==> src/verilog/tle_pkg.sv <==
// Package for the transmit line encoder with drive monitor:
// register map, field positions, reset values, counts and carrier types.
// Assumes a single 20 MHz system clock and an APB register bus.
// Function
// Single rail encodes B3ZS, or HDB3 at E3
// B3ZS replaces three zeros by B0V or 00V
// B3ZS keeps odd marks between violations
// HDB3 replaces four zeros by 000V or B00V
// HDB3 keeps odd marks between violations
// Dual rail bypasses the encoder automatically
// Dual rail violations sent as valid pulses
// Build-out enabled at 0, disabled at 1
// E3 rate always disables build-out
// Host enables build-out below 225 feet
// 128 silent periods raise drive fault and flags
// Transitions clear fault; sticky flag until read
// Enabled sticky drive fault raises interrupt
// Monitor-select one watches own output
// Monitor-select zero watches external monitor inputs
// Enable pin rules; host bit hands over control
// Transmitter off places line outputs high impedance
// Control bit 0 selects single or dual rail
// Zero-run count restarts on marks, per clock
package tle_pkg;

    // Register byte offsets
    localparam logic [11:0] TLE_OFS_CTRL     = 12'h000;
    localparam logic [11:0] TLE_OFS_STATUS   = 12'h004;
    localparam logic [11:0] TLE_OFS_IRQ_STAT = 12'h008;
    localparam logic [11:0] TLE_OFS_IRQ_EN   = 12'h00c;

    // Control register fields
    localparam int TLE_CTRL_SINGLE_RAIL = 0;
    localparam int TLE_CTRL_BUILDOUT    = 1;
    localparam int TLE_CTRL_RATE_E3     = 2;
    localparam int TLE_CTRL_MON_SELF    = 3;
    localparam int TLE_CTRL_TX_ON       = 4;
    localparam logic [4:0] TLE_CTRL_RST = 5'h00;

    // Status register fields
    localparam int TLE_STAT_FAULT       = 0;
    localparam int TLE_STAT_TX_ON       = 1;
    localparam int TLE_STAT_BUILDOUT_EN = 2;
    localparam int TLE_STAT_SINGLE_RAIL = 3;
    localparam int TLE_STAT_RATE_E3     = 4;

    // Interrupt status and enable share this bit
    localparam int TLE_IRQ_FAULT = 0;

    // Zero-run lengths and monitor silence limit in transmit clocks
    localparam logic [2:0] TLE_B3ZS_RUN  = 3'h3;
    localparam logic [2:0] TLE_HDB3_RUN  = 3'h4;
    localparam logic [7:0] TLE_MON_LIMIT = 8'h80;

    // Pulse pair on the two rails
    typedef struct packed {
        logic pos;
        logic neg;
    } tle_rail_t;

    // Symbol waiting in the encoder delay line
    typedef struct packed {
        logic mark;
        logic viol;
    } tle_tag_t;

    typedef struct packed {
        tle_tag_t [3:0] pipe;
        logic [2:0]     zrun;
        logic           parity;
        logic           last_pol;
        tle_rail_t      out;
    } tle_enc_state_t;

    typedef struct packed {
        logic [7:0] cnt;
        logic       fault;
    } tle_mon_state_t;

endpackage

==> src/verilog/tle_drive_mon.sv <==
// Transmit drive monitor: flags a line that shows no marks.
// Assumes i_strobe pulses once per transmit clock period.
`timescale 1ns/10ps
module tle_drive_mon
    import tle_pkg::*;
(
    input  wire logic      i_mclk,
    input  wire logic      i_sys_rst,
    input  wire logic      i_strobe,
    input  wire tle_rail_t i_line,
    output logic           o_fault,
    output logic           o_fault_set
);

    tle_mon_state_t q;
    tle_mon_state_t d;

    // Count silent periods, clear on any mark
    always_comb begin
        d = q;
        if (i_strobe) begin
            if (i_line.pos | i_line.neg) begin
                d.cnt   = 8'h00;
                d.fault = 1'b0;
            end else if (q.cnt != TLE_MON_LIMIT) begin
                d.cnt = q.cnt + 8'h01;
                if (d.cnt == TLE_MON_LIMIT) d.fault = 1'b1;
            end
        end
    end

    // State register
    always_ff @(posedge i_mclk) begin
        if (i_sys_rst) q <= '0;
        else q <= d;
    end

    assign o_fault     = q.fault;
    assign o_fault_set = d.fault & ~q.fault;

endmodule

==> src/verilog/tle_top.sv <==
// Transmit line encoder with build-out, enable and drive monitor,
// registers reached over APB.
// Assumes all inputs, the transmit clock among them, are synchronous
// to i_mclk, and the transmit clock runs at no more than a quarter of i_mclk.
//
// The register offsets and the APB interface to the registers were decided locally.
`timescale 1ns/10ps
module tle_top
    import tle_pkg::*;
(
    input  wire logic        i_mclk,
    input  wire logic        i_sys_rst,
    // APB slave
    input  wire logic        i_psel,
    input  wire logic        i_penable,
    input  wire logic        i_pwrite,
    input  wire logic [11:0] i_paddr,
    input  wire logic [31:0] i_pwdata,
    input  wire logic [3:0]  i_pstrb,
    output logic [31:0]      o_prdata,
    output logic             o_pready,
    output logic             o_pslverr,
    // Mode and hardware-mode control pins
    input  wire logic        i_host_mode,
    input  wire logic        i_rail_format_sel,
    input  wire logic        i_buildout_level_sel,
    input  wire logic        i_rate_e3,
    input  wire logic        i_transmitter_on,
    // Terminal side
    input  wire logic        i_transmit_clock,
    input  wire logic        i_tx_data_pos,
    input  wire logic        i_tx_data_neg,
    // External monitor inputs
    input  wire logic        i_monitor_in_pos,
    input  wire logic        i_monitor_in_neg,
    // Line side
    output logic             o_line_out_pos,
    output logic             o_line_out_neg,
    output logic             o_line_out_oe,
    output logic             o_buildout_en,
    output logic             o_drive_fault_out,
    output logic             o_irq
);

    typedef struct packed {
        logic [31:0] prdata;
        logic        single_rail;
        logic        buildout_lvl;
        logic        rate_e3;
        logic        mon_self;
        logic        tx_on_bit;
        logic        irq_status;
        logic        irq_en;
        logic        irq;
        logic        buildout_en;
        logic        tx_on;
        tle_rail_t   line;
        logic        txclk_prev;
    } tle_top_state_t;

    tle_top_state_t q;
    tle_top_state_t d;

    tle_rail_t   tx_in;
    tle_rail_t   enc_line;
    tle_rail_t   mon_line;
    logic        strobe;
    logic        eff_single;
    logic        eff_lvl;
    logic        eff_e3;
    logic        eff_on;
    logic        fault;
    logic        fault_set;
    logic        setup;
    logic        access;
    logic        hit_ctrl;
    logic        hit_stat;
    logic        hit_istat;
    logic        hit_ien;
    logic        mapped;
    logic        wr;
    logic        rd;
    logic [31:0] rdata;

    // Transmit clock rising edge
    assign strobe = i_transmit_clock & ~q.txclk_prev;

    // Host mode takes register bits, transmitter on also needing its pin; hardware mode takes pins
    assign eff_single = i_host_mode ? q.single_rail : i_rail_format_sel;
    assign eff_lvl    = i_host_mode ? q.buildout_lvl : i_buildout_level_sel;
    assign eff_e3     = i_host_mode ? q.rate_e3 : i_rate_e3;
    assign eff_on     = i_host_mode ? (q.tx_on_bit & i_transmitter_on)
                                    : i_transmitter_on;

    // Data rails from the terminal
    assign tx_in.pos = i_tx_data_pos;
    assign tx_in.neg = i_tx_data_neg;

    // Line coder
    tle_zs_encoder u_enc (
        .i_mclk        (i_mclk),
        .i_sys_rst     (i_sys_rst),
        .i_strobe      (strobe),
        .i_single_rail (eff_single),
        .i_rate_e3     (eff_e3),
        .i_data        (tx_in),
        .o_line        (enc_line)
    );

    // Monitor source: own driven output or external pins
    always_comb begin
        if (q.mon_self) begin
            mon_line.pos = q.line.pos & q.tx_on;
            mon_line.neg = q.line.neg & q.tx_on;
        end else begin
            mon_line.pos = i_monitor_in_pos;
            mon_line.neg = i_monitor_in_neg;
        end
    end

    // Drive monitor
    tle_drive_mon u_mon (
        .i_mclk      (i_mclk),
        .i_sys_rst   (i_sys_rst),
        .i_strobe    (strobe),
        .i_line      (mon_line),
        .o_fault     (fault),
        .o_fault_set (fault_set)
    );

    // APB address decode
    assign setup     = i_psel & ~i_penable;
    assign access    = i_psel & i_penable;
    assign hit_ctrl  = (i_paddr == TLE_OFS_CTRL);
    assign hit_stat  = (i_paddr == TLE_OFS_STATUS);
    assign hit_istat = (i_paddr == TLE_OFS_IRQ_STAT);
    assign hit_ien   = (i_paddr == TLE_OFS_IRQ_EN);
    assign mapped    = hit_ctrl | hit_stat | hit_istat | hit_ien;
    assign wr        = access & i_pwrite & mapped & i_pstrb[0];
    assign rd        = access & ~i_pwrite & mapped;

    // Zero-wait slave, error on unmapped address
    assign o_pready  = 1'b1;
    assign o_pslverr = access & ~mapped;

    // Read data mux, sampled in the setup cycle
    always_comb begin
        rdata = 32'h0000_0000;
        if (hit_ctrl) begin
            rdata[TLE_CTRL_SINGLE_RAIL] = q.single_rail;
            rdata[TLE_CTRL_BUILDOUT]    = q.buildout_lvl;
            rdata[TLE_CTRL_RATE_E3]     = q.rate_e3;
            rdata[TLE_CTRL_MON_SELF]    = q.mon_self;
            rdata[TLE_CTRL_TX_ON]       = q.tx_on_bit;
        end
        if (hit_stat) begin
            rdata[TLE_STAT_FAULT]       = fault;
            rdata[TLE_STAT_TX_ON]       = q.tx_on;
            rdata[TLE_STAT_BUILDOUT_EN] = q.buildout_en;
            rdata[TLE_STAT_SINGLE_RAIL] = eff_single;
            rdata[TLE_STAT_RATE_E3]     = eff_e3;
        end
        if (hit_istat) rdata[TLE_IRQ_FAULT] = q.irq_status;
        if (hit_ien) rdata[TLE_IRQ_FAULT] = q.irq_en;
    end

    // Next state of registers and line outputs
    always_comb begin
        d = q;
        d.txclk_prev = i_transmit_clock;
        if (setup) d.prdata = rdata;
        // Control register
        if (wr && hit_ctrl) begin
            d.single_rail  = i_pwdata[TLE_CTRL_SINGLE_RAIL];
            d.buildout_lvl = i_pwdata[TLE_CTRL_BUILDOUT];
            d.rate_e3      = i_pwdata[TLE_CTRL_RATE_E3];
            d.mon_self     = i_pwdata[TLE_CTRL_MON_SELF];
            d.tx_on_bit    = i_pwdata[TLE_CTRL_TX_ON];
        end
        if (wr && hit_ien) d.irq_en = i_pwdata[TLE_IRQ_FAULT];
        // Sticky flag: cleared by read or write-one, set wins
        if ((rd && hit_istat) || (wr && hit_istat && i_pwdata[TLE_IRQ_FAULT]))
            d.irq_status = 1'b0;
        if (fault_set) d.irq_status = 1'b1;
        d.irq = d.irq_status & d.irq_en;
        // Build-out on at level 0, never at E3
        d.buildout_en = ~eff_lvl & ~eff_e3;
        d.tx_on       = eff_on;
        // Line gated in the register so the pins come straight from flops
        d.line.pos    = enc_line.pos & eff_on;
        d.line.neg    = enc_line.neg & eff_on;
    end

    // State register
    always_ff @(posedge i_mclk) begin
        if (i_sys_rst) begin
            q <= '0;
            {q.tx_on_bit, q.mon_self, q.rate_e3, q.buildout_lvl, q.single_rail} <= TLE_CTRL_RST;
        end else begin
            q <= d;
        end
    end

    // Outputs, line released while off
    assign o_prdata          = q.prdata;
    assign o_line_out_pos    = q.line.pos;
    assign o_line_out_neg    = q.line.neg;
    assign o_line_out_oe     = q.tx_on;
    assign o_buildout_en     = q.buildout_en;
    assign o_drive_fault_out = fault;
    assign o_irq             = q.irq;

endmodule

==> src/verilog/tle_zs_encoder.sv <==
// Zero-substitution line encoder, one symbol per transmit clock strobe.
// Assumes i_strobe is a one-cycle pulse at each transmit clock rising edge.
`timescale 1ns/10ps
module tle_zs_encoder
    import tle_pkg::*;
(
    input  wire logic      i_mclk,
    input  wire logic      i_sys_rst,
    input  wire logic      i_strobe,
    input  wire logic      i_single_rail,
    input  wire logic      i_rate_e3,
    input  wire tle_rail_t i_data,
    output tle_rail_t      o_line
);

    tle_enc_state_t q;
    tle_enc_state_t d;
    tle_tag_t       tap;
    logic [2:0]     run;
    logic           pol;

    // Next state of the delay line, run counter and polarity
    always_comb begin
        d   = q;
        tap = i_rate_e3 ? q.pipe[3] : q.pipe[2];
        run = i_rate_e3 ? TLE_HDB3_RUN : TLE_B3ZS_RUN;
        pol = tap.viol ? q.last_pol : ~q.last_pol;
        if (i_strobe) begin
            if (!i_single_rail) begin
                // Rails pass straight, violations kept as pulses
                d.out.pos = i_data.pos;
                d.out.neg = i_data.neg & ~i_data.pos;
                d.pipe    = '0;
                d.zrun    = 3'h0;
            end else begin
                d.out = '0;
                if (tap.mark) begin
                    d.out.pos  = pol;
                    d.out.neg  = ~pol;
                    d.last_pol = pol;
                    d.parity   = tap.viol ? 1'b0 : ~q.parity;
                end
                d.pipe = {q.pipe[2:0], i_data.pos, 1'b0};
                d.zrun = i_data.pos ? 3'h0 : q.zrun + 3'h1;
                if (!i_data.pos && (q.zrun + 3'h1 == run)) begin
                    // Newest zero becomes V, oldest becomes B if even
                    d.pipe[0] = 2'b11;
                    if (!d.parity) begin
                        if (i_rate_e3) d.pipe[3].mark = 1'b1;
                        else d.pipe[2].mark = 1'b1;
                    end
                    d.zrun = 3'h0;
                end
            end
        end
    end

    // State register
    always_ff @(posedge i_mclk) begin
        if (i_sys_rst) q <= '0;
        else q <= d;
    end

    assign o_line = q.out;

endmodule
==> config.mk <==
export PLATFORM = sky130hd
export DESIGN_NAME = tle_top
export DESIGN_NICKNAME = d
export VERILOG_FILES = /design/src/verilog/tle_pkg.sv /design/src/verilog/tle_drive_mon.sv /design/src/verilog/tle_top.sv /design/src/verilog/tle_zs_encoder.sv
export SDC_FILE = /design/constraint.sdc
export NUM_CORES = 1
export LEC_CHECK = 0
export BUFFER_PORTS_ARGS = -buffer_cell sky130_fd_sc_hd__buf_2
export CAP_MARGIN = 20
export CORE_MARGIN = 4
export CORE_UTILIZATION = 49
export CTS_CLUSTER_DIAMETER = 50
export DETAILED_ROUTE_END_ITERATION = 16
export GPL_TIMING_DRIVEN = 0
export PLACE_DENSITY = 0.92
export SYNTH_ARGS = -nofsm -noshare
export SYNTH_HDL_FRONTEND = slang
export SYNTH_HIERARCHICAL = 1
export SYNTH_SLANG_ARGS = --single-unit
==> constraint.sdc <==
create_clock -name i_mclk -period 2.5 [get_ports i_mclk]
set_clock_uncertainty 0.15 [all_clocks]
set_input_delay 0.25 -clock i_mclk [delete_from_list [all_inputs] [get_ports i_mclk]]
set_output_delay 0.25 -clock i_mclk [all_outputs]
set_load 0.01 [all_outputs]
# Yosys cells after proc, flatten, opt, wreduce, memory -nomap -nowiden
# Index checks and enable logic that the tools add are counted.
# Widths: inputs -> output; s select.
op_classes:
  n_addsub: 2
  n_eq_ne: 7
  n_mux: 33
  bitwise_logic: 33
  n_reduce_logical: 13
op_table:
  columns: ["operator", "n"]
  rows:
  - ["$eq 12x4->1 const B", 2]
  - ["$mux 1", 19]
  - ["$and 1x1->1", 18]
  - ["$mux 9", 2]
  - ["$mux 5", 3]
  - ["$eq 12x3->1 const B", 1]
  - ["$logic_not 12->1", 1]
  - ["$mux 4", 3]
  - ["$mux 11", 1]
  - ["$not 1->1", 11]
  - ["$add 8x1->8 const B", 1]
  - ["$eq 8x8->1 const B", 1]
  - ["$ne 8x8->1 const B", 1]
  - ["$logic_and 1x1->1", 6]
  - ["$mux 2", 3]
  - ["$mux 3", 2]
  - ["$or 1x1->1", 4]
  - ["$reduce_and 2->1", 2]
  - ["$add 3x1->3 const B", 1]
  - ["$eq 3x3->1", 1]
  - ["$ne 3x3->1 const B", 1]
  - ["$reduce_and 3->1", 1]
  - ["$reduce_bool 2->1", 1]
  - ["$logic_not 1->1", 1]
  - ["$logic_or 1x1->1", 1]
word_totals:
  regBits: 42
  input_bits: 63
  output_inout_bits: 40
  word_cells: 117

# Logic depth before layout (Yosys ltp)
# Gate-level depths: netlist of run 1.
logic_depth:
  depth_word: 12
  mapped_depth: 9
  ltp_nobuf: 9

# By module
# The synthesis of run 1 kept the hierarchy.
modules_own_cells:
  columns: ["module", "n_inst", "cells_per_inst", "area_each_um2", "seq_area_each_um2"]
  rows:
  - ["tle_top", 1, 126, 1093.5, 360.3]
  - ["tle_zs_encoder", 1, 91, 839.6, 300.3]
  - ["tle_drive_mon", 1, 78, 606.8, 180.2]

# Least setup slack after synthesis of run 1
# No wires, ideal clock.
synth_timing:
  kind: "register -> register"
  startpoint: "register u_mon/q[1] (netlist name)"
  endpoint: "register q (netlist bit o_irq)"
  setup_ns: 0.086
  arrival_ns: 1.806
  required_time_ns: 2.264
  setup_slack_ns: 0.458
  path_stages_with_launch: 10
  path_buffers: 0
  period_less_slack_ns: 2.042
  cell_sequence: "dfxtp_1 inv_1 ha_1 nand4bb_1 o21ai_1 a211oi_1 o2111ai_1 a211oi_1 a211oi_1 a211oi_1"
synth_via:
  elab_chain_len: 9
  elab_cells_between_ends: 10
  classes_between: "1 x add/sub; 2 x eq/ne; 5 x mux; 2 x bitwise"
synth_lines:
  columns: ["element", "line", "source"]
  rows:
  - ["start, declared", "tle_drive_mon.sv:15", "tle_mon_state_t q;"]
  - ["start signal, assigned", "tle_drive_mon.sv:34", "if (i_sys_rst) q <= '0;"]
  - ["start signal, assigned", "tle_drive_mon.sv:35", "else q <= d;"]
  - ["$add 8x1->8", "tle_drive_mon.sv:26", "d.cnt = q.cnt + 8'h01;"]
  - ["$eq 8x8->1", "tle_drive_mon.sv:27", "if (d.cnt == TLE_MON_LIMIT) d.fault = 1'b1;"]
  - ["$mux 1", "tle_drive_mon.sv:27", null]
  - ["$mux 9 *", "tle_drive_mon.sv:25", "end else if (q.cnt != TLE_MON_LIMIT) begin"]
  - ["$mux 9 *", "tle_drive_mon.sv:22", "if (i_line.pos | i_line.neg) begin"]
  - ["$mux 1 *", "tle_drive_mon.sv:21", "if (i_strobe) begin"]
  - ["$and 1x1->1 *", "tle_drive_mon.sv:39", "assign o_fault_set = d.fault & ~q.fault;"]
  - ["named net fault_set", "tle_top.sv:73", "logic fault_set;"]
  - ["$mux 1 *", "tle_top.sv:184", "if (fault_set) d.irq_status = 1'b1;"]
  - ["$and 1x1->1 *", "tle_top.sv:185", "d.irq = d.irq_status & d.irq_en;"]
  - ["end, declared", "tle_top.sv:61", "tle_top_state_t q;"]
# The timed path passes the listed nets; every way through them passes the cells marked *. The select of a mux whose other input is x is not followed.
# A chain may end at the register's enable or synchronous reset.

# Worst setup path after layout of run 1
layout_timing:
  startpoint: "register q[0] (netlist name)"
  endpoint: "register q (netlist bit o_irq)"
layout_via:
  elab_chain_len: 6
layout_lines:
  columns: ["element", "line", "source"]
  rows:
  - ["$not 1->1", "tle_top.sv:86", "assign strobe = i_transmit_clock & ~q.txclk_prev;"]
  - ["$and 1x1->1", "tle_top.sv:86", null]
  - ["named net strobe", "tle_top.sv:67", "logic strobe;"]
  - ["$mux 1", "tle_drive_mon.sv:21", null]
  - ["$and 1x1->1", "tle_drive_mon.sv:39", null]
  - ["named net fault_set", "tle_top.sv:73", null]
  - ["$mux 1", "tle_top.sv:184", null]
  - ["$and 1x1->1", "tle_top.sv:185", null]
# The timed path passes the listed nets, and every way through them passes these cells.

==> results of run 1 <==
[worst max-delay path by stage]
stage                           from     to  slack [ns]
detailed placement  i_transmit_clock  o_irq       -0.09
floorplan                 u_mon/q[1]  o_irq        0.46
CTS                       u_mon/q[1]  o_irq        0.06
global route                    q[0]  o_irq       0.008
finish                          q[0]  o_irq        0.14
global placement    i_transmit_clock  o_irq      -0.007
[what timing repair did]
item | in CTS | in global routing
hold endpoints to repair | 0 | 0
resized for setup | 1 | 2
endpoints found under the setup margin | 1 | 2
hold buffers | 0 | 0
[state kept, by name (all words and copies together) (netlist names)]
register        cells
u_enc/o_line        2
u_mon/o_fault       1
o_line_out_neg      1
o_irq               1
u_enc/q            13
o_line_out_oe       1
o_buildout_en       1
o_line_out_pos      1
o_prdata            5
u_mon/q             8
q                   8
[kinds of logic after synthesis]
family,count (synthesis),synth area share
adder cells (fa/ha/maj),4,0.01971
multiplexers,13,0.05911
AND/OR/NAND/NOR,107,0.2601
AO/OA/AOI/OAI,69,0.1764
buffers and inverters,53,0.1335
XOR/XNOR,5,0.01724
flip-flops,42,0.3310
other,2,0.002957
[metal layers]
layer  wire length (um)  global-route usage  vias up  part of all wire
met5                  0                   0        -                 0
met4                139             0.08953        0             0.023
met3                409             0.04289       17             0.069
met2               3065              0.3452       94              0.52
met1               2331              0.2232     1042              0.39
li1                   -                   -     1145                 -
[through the flow]
step | setup WS [ns] | setup TNS [ns]
2_1_floorplan | 0.4580 | 0
6_report | 0.1370 | 0
3_3_place_gp | -0.006641 | -0.006641
5_1_grt | 0.007509 | 0
3_5_place_dp | -0.08828 | -0.08828
4_1_cts | 0.06082 | 0
[power breakdown]
part / internal [W] / total [W] / switching (W) / leakage, nW
clock network: 0.000188 / 0.000417 / 0.000229 / 0.0438
logic: 0.0000866 / 0.000192 / 0.000106 / 0.930
registers: 0.000677 / 0.000685 / 0.00000775 / 0.340
total: 0.000951 / 0.00129 / 0.000342 / 1.31
[critical path, stage by stage (launching register included)]
cell,delay [ns]
dfxtp_1,0.30
nor2b_1,0.29
clkbuf_2,0.28
o21ai_1,0.12
a211oi_1,0.23
o2111ai_1,0.22
a211oi_2,0.33
a211oi_1,0.12
a211oi_1,0.24
[synth_stat cells (all sizes together), types with 2 or more instances]
cell type | number | area share
mux2 | 3 | 0.013
nand3 | 16 | 0.033
inv | 6 | 0.0089
nor3 | 4 | 0.0079
xnor2 | 2 | 0.0069
a31oi | 5 | 0.012
nor2 | 16 | 0.030
buf | 40 | 0.11
and3 | 2 | 0.0049
a211oi | 5 | 0.017
nand2 | 17 | 0.025
o21ai | 19 | 0.037
or2 | 2 | 0.0049
nand4 | 3 | 0.0074
nand3b | 2 | 0.0059
conb | 2 | 0.0030
o22ai | 3 | 0.0074
nand2b | 14 | 0.037
a311oi | 2 | 0.0094
a21oi | 21 | 0.041
dfxtp | 42 | 0.33
and2 | 4 | 0.0099
xor2 | 3 | 0.010
ha | 4 | 0.020
mux2i | 9 | 0.037
clkbuf | 7 | 0.010
nor2b | 7 | 0.017
nor3b | 4 | 0.016
nand4b | 2 | 0.0069
or4 | 2 | 0.0074
or3 | 2 | 0.0069
nor4 | 2 | 0.0099
[placed cells by master, fill, tap and decap left out, types with 6 or more instances in the layout]
master    count
nor2_1       15
dfxtp_1      41
buf_2        44
nor2b_1       7
mux2i_1       8
nand2_1      17
nand2b_1     13
buf_4        37
nand3_1      15
inv_1         6
a21oi_1      21
conb_1       28
o21ai_0      14
clkbuf_1      6
[final cells by class]
class / count / area, sq um
clock inverters: 2 / 10.01
flip-flops and latches: 42 / 842.1
well taps: 67 / 83.83
repair buffers: 43 / 215.2
inverters: 6 / 22.52
multi-input cells: 226 / 1463
plain buffers: 47 / 317.8
clock buffers: 5 / 68.82
fillers: 419 / 1857
==> impl_results.md, run 1 <==
- Status: complete, no violations
- Worst r2r src: q[0]
- Sequential area share after synthesis: 0.3310
- Initial antenna violation count: 0
- Pleak: 1.314 nW
- Total wire length: 5946 um
- Max Clock Freq: 0.4232 GHz
- Synthesized area: 2540 sq um
- Final hold vios: 0
- Final Non-Filler Cells: 438
- Clk root buf: clkbuf_8
- Post-route ant nets: 0
- Syn avg cell area: 8.610 sq um
- Site Rows: 25
- Total setup buffers inserted after CTS: 0
- Syn Inst Count: 295
- Drt pass-1 iters: 4
- Relative slew slack: 0.6025
- Max-Cap Viols: 0
- Detailed placement HPWL: 4603 um
- Worst R2R End: o_irq
- Vias per Instance: 5.247
- Die X: 80.00 um
- Post-layout util: 0.6195
- Async S/R FF share, synth: 0
- Die ar.: 6399 sq um
- R2r setup slk: 0.14 ns
- Nets@finish: 438
- Hold Path End: q[10]
- Worst hold start: i_pwdata[2]
- Area of placed instances: 2937 sq um
- Die H: 80.00 um
- VDD IR-drop max: 307.2 uV
- Final instance area: 3023 sq um
- Final hold slack: 0.06355 ns
- Number of global-route vias before repair: 2231
- Final period utilization: 0.9452
- Total power draw: 0.001294 W
- Synth Register Bits: 42
- Global placer's final weighted congestion: 0.8309
- Inserted Clock Buffers: 5
- Crit path DAT: 2.42 ns
- Critical Path Start Type: flip-flop
- Fin. max-slew vios: 0
- Worst-Margin Slew: 0.5917 ns
- CTS Buffer Depth: 2
- Core box area: 4880 sq um
- Final Setup Violations: 0
- First-pass GRT wire length: 9949 um
- Placed cell count: 431
- Area Growth Syn to Fin: 19.01%
- Main synth FF type: dfxtp_1
- Power Dens Cells: 428.0 nW/um^2
- Initial DRC count: 187
- Clock latency on the worst-skew pair: 0.29 ns
- Antenna diodes: 0
- Layout cell share with drive strength beyond 1: 0.2992
- Worst r2r path cells: 8
- CP Class: flip-flop to flip-flop
- Crit-path max FO: 10
- Number of synthesized flops with an enable pin: 0
- HP Class: input pin to flip-flop
- CP required: 2.56 ns
- H-tree levels: 2
- CTS sink count: 42
- Post-layout min period: 2.363 ns
- IO Count: 103
- Vias: 2298
- Netlist cell types: 68
- Worst Setup End Kind: flip-flop
- Initial Util: 0.5205
- Synth warn: 6
- Clk slew on worst S/H paths: 0.08 ns
- Largest net degree at the start of global routing: 13
- Total gr overflow: 0
- DRC Markers: 0
- Routed len/inst: 13.58 um
- RSZ-0062 raised after global routing: no
- CTS tree: done
- PortBufs: 43
- Total Routing Usage GR: 0.1959
- Cell depth of the worst hold path: 3
No activity file was read; power rests on OpenSTA's default activity.
==> run 2, diff against run 1 <==
Settings changed: CORE_MARGIN 4 to unset, RECOVER_POWER set to 50.
==> impl_results.md, run 2 (synthesis gave the netlist of run 1 again) <==
- Worst-Margin Slew: 0.6651 ns (+0.07339 ns)
- RSZ-0062 raised after global routing: no
- Die X: 74.00 um (-7.5%)
- Drt pass-1 iters: 5 (+1)
- HP Class: input pin to flip-flop
- CTS sink count: 42 (unchanged)
- GRT busiest layer: met2
- R2r setup slk: 0.17 ns (+0.04 ns)
- Antenna diodes: 0 (unchanged)
- Commonest non-fill, non-tap cell in the layout: dfxtp_1
- Number of global-route vias before repair: 2094 (-6.1%)
- Status: complete, no violations
- Worst hold start: i_transmit_clock
- IO Count: 103 (unchanged)
- CP max stage delay: 0.45 ns (+0.12 ns)
- Final period utilization: 0.9305 (-0.01473)
- CP delay by family, top: compound AO/OA/AOI/OAI gates
- Largest Register: u_enc/q
- Inserted Clock Buffers: 5 (unchanged)
- Worst Setup End Kind: flip-flop
- Switching pwr: 0.0003725 W (+8.8%)
- Met3 usage: 0.04065 (-0.002239)
- Total setup buffers inserted after CTS: 0 (unchanged)
- Max Clock Freq: 0.4299 GHz (+1.6%)
- Post-layout util: 0.6258 (+0.006319)
- Initial Util: 0.5239 (+0.003358)
- CTS tree: done
- Die ar.: 5475 sq um (-14%)
- Crit path DAT: 2.41 ns (about the same)
- Quantity of hold-fixing buffers added after cts: 0 (unchanged)
- CP required: 2.58 ns (+0.02 ns)
- CTS Buffer Depth: 2 (unchanged)
- Clk root buf: clkbuf_8
- Biggest regs: u_enc/q (13), q (8), u_mon/q (8)
- Total wire length: 5594 um (-5.9%)
- Die H: 74.00 um (-7.5%)
- CP startpoint: u_mon/q[2]
- Nets@finish: 438 (unchanged)
- DRC Markers: 0 (unchanged)
- Pint: 0.001062 W (+12%)
- PortBufs: 43 (unchanged)
- First-pass GRT wire length: 9066 um (-8.9%)
- Worst r2r src: u_mon/q[2]
- Slowest cell on the critical path: dfxtp_1
- Crit-path cells: ha_1, and3_1, nand3_1, o22ai_1, o2111ai_1, a211oi_2, a211oi_1, a211oi_1
- Vias per Instance: 5.235 (-0.23%)
- Met1 usage: 0.2498 (+0.02658)
- Fill cell count: 423 (+0.95%)
- H-tree levels: 2 (unchanged)
- Sw Ratio: 0.2597 (-0.004920)
- CP Class: flip-flop to flip-flop
- Most frequent cells in the layout: dfxtp_1, buf_4, buf_2
- Core box area: 4848 sq um (-0.64%)
- WP buf/inv: 0 (-1)
- Total gr overflow: 0 (unchanged)
- Crit-path max FO: 7 (-3)
- VDD IR-drop max: 281.5 uV (-8.3%)
- Setup ws final: 0.1738 ns (+0.03682 ns)
- Seq pwr share: 0.477 (-0.052)
- Final hold vios: 0 (unchanged)
- Pleak: 1.273 nW (-3.1%)
- Detailed placement HPWL: 4161 um (-9.6%)
- Site Rows: 25 (unchanged)
- Total power draw: 0.001434 W (+11%)
- Routed len/inst: 12.74 um (-6.1%)
- Max FFs per register: 13 (unchanged)
- Critical Path Start Type: flip-flop
- Initial DRC count: 277 (+48%)
- Post_cts resized: 0 (-1)
- Met2 Usage GRT: 0.3879 (+0.04268)
- Global placer's final weighted congestion: 0.8662 (+4.2%)
- Largest net degree at the start of global routing: 15 (+2)
- Final Setup Violations: 0 (unchanged)
- Initial antenna violation count: 0 (unchanged)
- Setup Slack @ Placement: -0.04659 ns (+0.04169 ns)
- Clock latency on the worst-skew pair: 0.31 ns (+0.02 ns)
- Share of total power in the clock network: 0.391 (+0.069)
- Area Growth Syn to Fin: 19.46%
- Post-layout min period: 2.326 ns (-0.03682 ns)
- Post-route ant nets: 0 (unchanged)
- Power Dens Cells: 472.7 nW/um^2 (+10%)
- Clk slew on worst S/H paths: 0.09 ns (about the same)
- Most numerous cell on the critical path: a211oi_1
- Max-Cap Viols: 0 (unchanged)
- Part of the power in combinational logic: 0.131 (-0.017)
- Relative slew slack: 0.5525 (-0.04998)
- Layout cell share with drive strength beyond 1: 0.2608 (-0.03844)
- Vias: 2298 (unchanged)
- Total Routing Usage GR: 0.2176 (+0.02167)
- Fin. max-slew vios: 0 (unchanged)
==> run 2: metrics by stage <==
step	area [sq um]	hold slack (ns)	cells	TNS (ns)
floorplan	2638	0.1920	321	0
global placement	2937	0.2881	431	0
detailed placement	2937	0.2912	431	-0.04659
CTS	3049	0.02477	439	0
global route	3034	0.02387	439	0
finish	3034	0.02503	439	0
==> run 2: worst reg2reg max path: cells and delay by family, from the launching register on <==
family,cells,cell delay (ns)
adder cells (fa/ha/maj),1,0.30
flip-flops,1,0.45
AO/OA/AOI/OAI,5,1.01
AND/OR/NAND/NOR,2,0.34
==> run 2: cell type report <==
type                       count  area [sq um]  area share
clock buffer                   5         68.82     0.02268
clock inverter                 3         43.79     0.01443
multi-input combinational    226          1456      0.4800
sequential                    42         842.1      0.2775
inverter                       6         22.52    0.007423
tap                           67         83.83     0.02763
timing repair buffer          43         198.9     0.06557
buffer                        47         317.8      0.1047
==> run 2: power by group through the flow <==
stage	sequential, W	clock (W)	combinational (W)
final	0.000685	0.000561	0.000188
after global routing	0.000686	0.000593	0.000206
after CTS	0.000684	0.000562	0.000187
after detailed placement	0.000700	0	0.000186
after global placement	0.000700	0	0.000181
after floorplan	0.000699	0	0.000131
==> run 2: routing by layer <==
layer / part of all wire / routed length [um]
met1: 0.43 / 2387
met2: 0.50 / 2785
met3: 0.054 / 304
met4: 0.021 / 117
met5: 0 / 0
==> run 2: final timing paths <==
check                              endpoint  cells after the start
worst max-delay path                  o_irq                      8
worst min-delay path                   q[0]                      2
worst max register to register        o_irq                      8
worst min register to register  o_prdata[1]                      2
